[src/include/trim_regs_pkg.sv]
// register map, field layout and reset values of the trim and retention bank
package trim_regs_pkg;
  localparam int ADDR_W = 8;
  localparam logic [7:0] OFF_BANDGAP = 8'h00;
  localparam logic [7:0] OFF_REGULATOR = 8'h04;
  localparam logic [7:0] OFF_SCRATCH_0 = 8'h08;
  localparam logic [7:0] OFF_SCRATCH_1 = 8'h0c;
  localparam int KEY_LSB = 24;
  localparam int KEY_W = 8;
  localparam int DONE_BIT = 16;
  localparam int TRIM_W = 3;
  localparam logic [7:0] KEY_FIRST = 8'h55;
  localparam logic [7:0] KEY_SECOND = 8'haa;
  localparam logic [2:0] TRIM_RESET = 3'h0;
  localparam logic [31:0] SCRATCH_RESET = 32'h0000_0000;
  localparam int NUM_TRIM = 2;
  localparam int NUM_SCRATCH = 2;
endpackage

[src/verilog/trim_slot.sv]
// one key-protected trim register with its fuse-load-done flag
`timescale 1ns/1ps
module trim_slot #(
  parameter int TRIM_W = 3
) (
  // clock and resets
  input wire logic i_clock,
  input wire logic i_rst,
  input wire logic i_por,
  // software write of this register
  input wire logic i_wr,
  input wire logic [31:0] i_wdata,
  // fuse load
  input wire logic i_fuse_valid,
  input wire logic [TRIM_W-1:0] i_fuse_trim,
  // state
  output logic [TRIM_W-1:0] o_trim_value,
  output logic o_fuse_load_done,
  output logic o_unlocked
);
  typedef struct packed {
    logic [TRIM_W-1:0] trim_value;
    logic fuse_load_done;
    logic [1:0] key_stage;
  } slot_t;

  slot_t state;
  slot_t next_state;
  logic [7:0] key;

  assign key = i_wdata[trim_regs_pkg::KEY_LSB +: trim_regs_pkg::KEY_W];

  always_comb
  begin
    next_state = state;
    if (i_wr)
    begin
      // key stage 0 idle, 1 first code seen, 2 pair complete
      if (state.key_stage == 2'd2)
      begin
        next_state.trim_value = i_wdata[TRIM_W-1:0]; // [RULE_01]
        next_state.fuse_load_done = i_wdata[trim_regs_pkg::DONE_BIT]; // [RULE_03]
        next_state.key_stage = 2'd0;
      end
      else if (state.key_stage == 2'd0 && key == trim_regs_pkg::KEY_FIRST)
        next_state.key_stage = 2'd1; // [RULE_01]
      else if (state.key_stage == 2'd1 && key == trim_regs_pkg::KEY_SECOND)
        next_state.key_stage = 2'd2; // [RULE_01]
      else
        next_state.key_stage = 2'd0; // [RULE_08]
    end
    // fuse load only while the flag is clear; the load sets it
    if (i_fuse_valid && !state.fuse_load_done)
    begin
      next_state.trim_value = i_fuse_trim; // [RULE_03]
      next_state.fuse_load_done = 1'b1; // [RULE_02]
    end
  end

  always_ff @(posedge i_clock)
  begin
    if (i_por)
      state <= '{trim_value: trim_regs_pkg::TRIM_RESET, fuse_load_done: 1'b0, key_stage: 2'd0};
    else if (i_rst)
      state.key_stage <= 2'd0;
    else
      state <= next_state;
  end

  assign o_trim_value = state.trim_value;
  assign o_fuse_load_done = state.fuse_load_done;
  assign o_unlocked = (state.key_stage == 2'd2);
endmodule

[src/verilog/trim_and_retention_regs.sv]
// apb register bank: bandgap and regulator trim plus two retained scratch words
// What this block does
// RULE_01 - calibration writes apply only after key 0x55 then 0xaa writes
// RULE_02 - fuse_load_done sets once fuses load the trim value
// RULE_03 - while fuse_load_done is set, fuse loads are blocked; por or clearing resumes
// RULE_04 - bandgap_trim holds a read/write trim value driving the bandgap
// RULE_05 - regulator_trim holds a read/write trim value driving the regulator
// RULE_06 - two 32-bit retained scratch registers, cleared only by power-on
// RULE_07 - non power-on resets leave the scratch registers unchanged
// RULE_08 - unlocked-less write changes nothing and restarts the key sequence
//
// The placing of the registers and the APB interface to the registers were chosen for this implementation.
`timescale 1ns/1ps
module trim_and_retention_regs #(
  parameter int TRIM_W = trim_regs_pkg::TRIM_W
) (
  // clock and resets
  input wire logic i_clock,
  input wire logic i_rst,
  input wire logic i_por,
  // apb slave
  input wire logic i_psel,
  input wire logic i_penable,
  input wire logic i_pwrite,
  input wire logic [7:0] i_paddr,
  input wire logic [31:0] i_pwdata,
  output logic [31:0] o_prdata,
  output logic o_pready,
  output logic o_pslverr,
  // fuse loader
  input wire logic i_bandgap_fuse_valid,
  input wire logic [TRIM_W-1:0] i_bandgap_fuse_trim,
  input wire logic i_regulator_fuse_valid,
  input wire logic [TRIM_W-1:0] i_regulator_fuse_trim,
  // trim outputs to the analog
  output logic [TRIM_W-1:0] o_bandgap_trim,
  output logic [TRIM_W-1:0] o_regulator_trim
);
  typedef struct packed {
    logic [31:0] scratch_0;
    logic [31:0] scratch_1;
    logic [31:0] rdata;
  } bank_t;

  bank_t state;
  bank_t next_state;
  logic access;
  logic wr;
  logic hit;
  logic wr_bandgap;
  logic wr_regulator;
  logic bg_done;
  logic rg_done;
  logic bg_unl;
  logic rg_unl;

  assign access = i_psel && i_penable;
  assign wr = access && i_pwrite;
  assign wr_bandgap = wr && i_paddr == trim_regs_pkg::OFF_BANDGAP;
  assign wr_regulator = wr && i_paddr == trim_regs_pkg::OFF_REGULATOR;
  assign hit = i_paddr == trim_regs_pkg::OFF_BANDGAP || i_paddr == trim_regs_pkg::OFF_REGULATOR
    || i_paddr == trim_regs_pkg::OFF_SCRATCH_0 || i_paddr == trim_regs_pkg::OFF_SCRATCH_1;

  trim_slot #(.TRIM_W(TRIM_W)) bandgap_slot (
    .i_clock(i_clock),
    .i_rst(i_rst),
    .i_por(i_por),
    .i_wr(wr_bandgap),
    .i_wdata(i_pwdata),
    .i_fuse_valid(i_bandgap_fuse_valid),
    .i_fuse_trim(i_bandgap_fuse_trim),
    .o_trim_value(o_bandgap_trim), // [RULE_04]
    .o_fuse_load_done(bg_done),
    .o_unlocked(bg_unl)
  );

  trim_slot #(.TRIM_W(TRIM_W)) regulator_slot (
    .i_clock(i_clock),
    .i_rst(i_rst),
    .i_por(i_por),
    .i_wr(wr_regulator),
    .i_wdata(i_pwdata),
    .i_fuse_valid(i_regulator_fuse_valid),
    .i_fuse_trim(i_regulator_fuse_trim),
    .o_trim_value(o_regulator_trim), // [RULE_05]
    .o_fuse_load_done(rg_done),
    .o_unlocked(rg_unl)
  );

  always_comb
  begin
    next_state = state;
    if (wr && i_paddr == trim_regs_pkg::OFF_SCRATCH_0)
      next_state.scratch_0 = i_pwdata; // [RULE_06]
    if (wr && i_paddr == trim_regs_pkg::OFF_SCRATCH_1)
      next_state.scratch_1 = i_pwdata; // [RULE_06]
    // read data is captured in the setup cycle so it is registered at access
    next_state.rdata = 32'h0000_0000;
    if (i_psel && !i_penable && !i_pwrite)
    begin
      unique case (i_paddr)
        trim_regs_pkg::OFF_BANDGAP:
          next_state.rdata = {15'h0000, bg_done, {(16 - TRIM_W){1'b0}}, o_bandgap_trim};
        trim_regs_pkg::OFF_REGULATOR:
          next_state.rdata = {15'h0000, rg_done, {(16 - TRIM_W){1'b0}}, o_regulator_trim};
        trim_regs_pkg::OFF_SCRATCH_0:
          next_state.rdata = state.scratch_0;
        trim_regs_pkg::OFF_SCRATCH_1:
          next_state.rdata = state.scratch_1;
        default:
          next_state.rdata = 32'h0000_0000;
      endcase
    end
  end

  always_ff @(posedge i_clock)
  begin
    if (i_por)
      state <= '{scratch_0: trim_regs_pkg::SCRATCH_RESET,
                 scratch_1: trim_regs_pkg::SCRATCH_RESET,
                 rdata: 32'h0000_0000};
    else if (i_rst)
      state.rdata <= 32'h0000_0000; // [RULE_07]
    else
      state <= next_state;
  end

  assign o_prdata = state.rdata;
  assign o_pready = 1'b1;
  assign o_pslverr = access && !hit;
endmodule

[config.mk]
export PLATFORM = sky130hd
export DESIGN_NAME = trim_and_retention_regs
export DESIGN_NICKNAME = d
export VERILOG_FILES = /design/src/include/trim_regs_pkg.sv /design/src/verilog/trim_slot.sv /design/src/verilog/trim_and_retention_regs.sv
export SDC_FILE = /design/constraint.sdc
export NUM_CORES = 1
export LEC_CHECK = 0
export CAP_MARGIN = 25
export CORE_ASPECT_RATIO = 0.75
export CORE_MARGIN = 1.5
export CORE_UTILIZATION = 30
export DETAILED_ROUTE_END_ITERATION = 12
export DONT_BUFFER_PORTS = 1
export PLACE_DENSITY = 0.54
export SLEW_MARGIN = 10
export SYNTH_ARGS = -nofsm -noshare
export SYNTH_HDL_FRONTEND = slang
export SYNTH_HIERARCHICAL = 1
export SYNTH_SLANG_ARGS = --single-unit
export TNS_END_PERCENT = 5
[constraint.sdc]
create_clock -name i_clock -period 2.2 [get_ports i_clock]
set_input_delay 0.22 -clock i_clock [delete_from_list [all_inputs] [get_ports i_clock]]
set_output_delay 0.22 -clock i_clock [all_outputs]
set_load 0.01 [all_outputs]
==> reports/qor.yml <==
critical_path:
  critPathRequiredTime_ns: 2.44
  cp-start-kind: "input pin"
  cp_max_fo: 5
  startpoint: "i_paddr[1]"
  end_kind: "register"
  r2r_start: "regulator_slot/o_fuse_load_done$_SDFFE_PP0P_"
  worstPathArrival_ns: 1.71
  critical_path_class: "in -> reg"
floorplan:
  rows: 40
  die_h_microns: 114
  io_pins: 94
  start_util_pct: 30.8
  dieArea_sq_mm: 0.0173
  core_area_sq_mm: 0.0161
  fp.dieW_microns: 151
detailed_routing:
  antenna_left: 0
  via_per_inst: 4.79
  drt-initial-drc-count: 169
  drt_wl_total_microns: 10700
  wl_per_cell_microns: 16.5
  drt_first_pass_iters: 4
  vias: 3098
  drc: 0
cells_and_area:
  stdcell_area_sq_mm: 0.00523
  synthToLayoutAreaGrowth_pct: 5.40
  fillers: 1617
  n_antenna_cell: 0
  fin_util_pct: 32.4
  finalNetCount: 486
  layout-drive-gt1-share_pct: 8.24
pwr:
  leakagePower_uw: 0.00226
  p_total_uw: 4000
  p_per_area_mw_per_mm2: 764
  peakVddDrop_v: 0.000361
global_routing:
  grtUsageTotal_pct: 12.8
  antenna_found_initial: 0
  grt_pass1_wl_microns: 16700
  grt_pass1_vias: 3203
  grt_overflow: 0
  grt_max_degree: 101
synthesis:
  ys_warn_count: 6
  synthesis.area_sq_mm: 0.00496
  syn-num-nets: 528
  synthCells: 474
  avgSynthCellArea_sq_um: 10.5
placement:
  dp_hpwl_microns: 6900
  globalplace.congestion: 0.798
  portBuffers: 0
  place_area_sq_mm: 0.00486
timing:
  skew_ns: 0.00759
  final-hold-violation-count: 0
  rsz0062_at_grt: "false"
  post-route-min-period_ns: 1.46
  tightest_slew_ns: 0.756
  timing.setup.tns_ns: 0
  fin_crit_sh_pct: 66.5
  final-setup-viol-count: 0
  max_freq_ghz: 0.684
  drv_slew: 0
  max_slew_margin_pct: 48.9
clock_tree:
  postCtsHoldBufs: 2
  clkSinkCount: 108
  cts-buffers-inserted: 9
  htree_levels: 3
  cts.reportedPaths.clkPinSlew_ns: 0.08
  cts_setup_buffers: 0
  cts-root-buf: "clkbuf_16"
  cts_tree: "done"
  cts_resized: 0
  clock_latency_ns: 0.35
  max-clock-path-buffers: 2
worst_hold_path:
  min_path_type: "in -> reg"
  hold_path_startpoint: "i_pwdata[30]"
outcome:
  status: "completed"
flow_run:
  maxCapViolations: 0
## layout make-up
type	instances	area (sq um)	area share, %
multi-input cells	300	2360	45.1
well taps	210	263	5.03
flip-flops and latches	108	2160	41.3
clock buffers	12	256	4.91
repair buffers	8	77.6	1.48
clock inverters	4	95.1	1.82
inverters	5	18.8	0.359
## power by group
part,switching [uW],internal [uW],leakage (uW)
Combinational,48.6,88.1,0.00122
Clock,704,1170,0.000173
Sequential,17.9,1960,0.000871
Total,771,3230,0.00226
## stage by stage
stage	setup WS, ns	std cells	hold slack, ns
6_report	0.737	647	0.0382
5_1_grt	0.671	647	0.0239
4_1_cts	0.789	647	0.0137
3_5_place_dp	0.409	629	0.302
3_3_place_gp	0.464	629	0.299
2_1_floorplan	0.274	474	0.292
## metal layers
| metal | vias up | track usage (%) | wire [microns] |
|---|---|---|---|
| li1 | 1507 | - | - |
| met1 | 1494 | 16.9 | 4980 |
| met2 | 83 | 19.7 | 4870 |
| met3 | 14 | 4.06 | 702 |
| met4 | 0 | 4.23 | 133 |
| met5 | - | 0 | 0 |
## flip-flops by register name, indices dropped and copies added, names as in the netlist
register and count:
state 64, o_prdata 32, bandgap_slot/o_trim_value 3, regulator_slot/o_trim_value 3
bandgap_slot/state 2, regulator_slot/state 2, bandgap_slot/o_fuse_load_done 1, regulator_slot/o_fuse_load_done 1
## final timing paths
check / endpoint / slack, ns / depth (start not counted)
worst max-delay path: regulator_slot/o_trim_value[1]$_SDFFE_PP0P_ / 0.74 / 6
worst min-delay path: state[62]$_SDFFE_PP0P_ / 0.04 / 2
worst max register to register: regulator_slot/o_trim_value[1]$_SDFFE_PP0P_ / 0.86 / 3
worst min register to register: state[76]$_SDFFE_PP0P_ / 0.47 / 2
## critical path: stages
cell      delay [ns]
nor4_4          0.28
nand3_1         0.14
nor2_1          0.37
and4bb_4        0.35
nor3_1          0.06
a311oi_1        0.28
## layout by cell type (no fill, tap or decap), drive strengths merged
cell type / n
a32oi: 2
nor4: 1
and4b: 2
nand4: 4
nor4bb: 8
dlygate4sd3: 2
or2: 2
nor3: 8
nand4b: 2
conb: 1
and4bb: 2
nor2b: 6
bufinv: 3
mux2i: 92
nor3b: 5
a311oi: 6
clkinv: 1
nand2: 5
nand3: 9
or2b: 2
mux4: 4
nor2: 31
nor4b: 1
a211oi: 2
clkbuf: 12
inv: 5
a21oi: 1
o211a: 2
nand3b: 6
buf: 6
nand2b: 96
dfxtp: 108
Power figures use the tool's default switching activity.
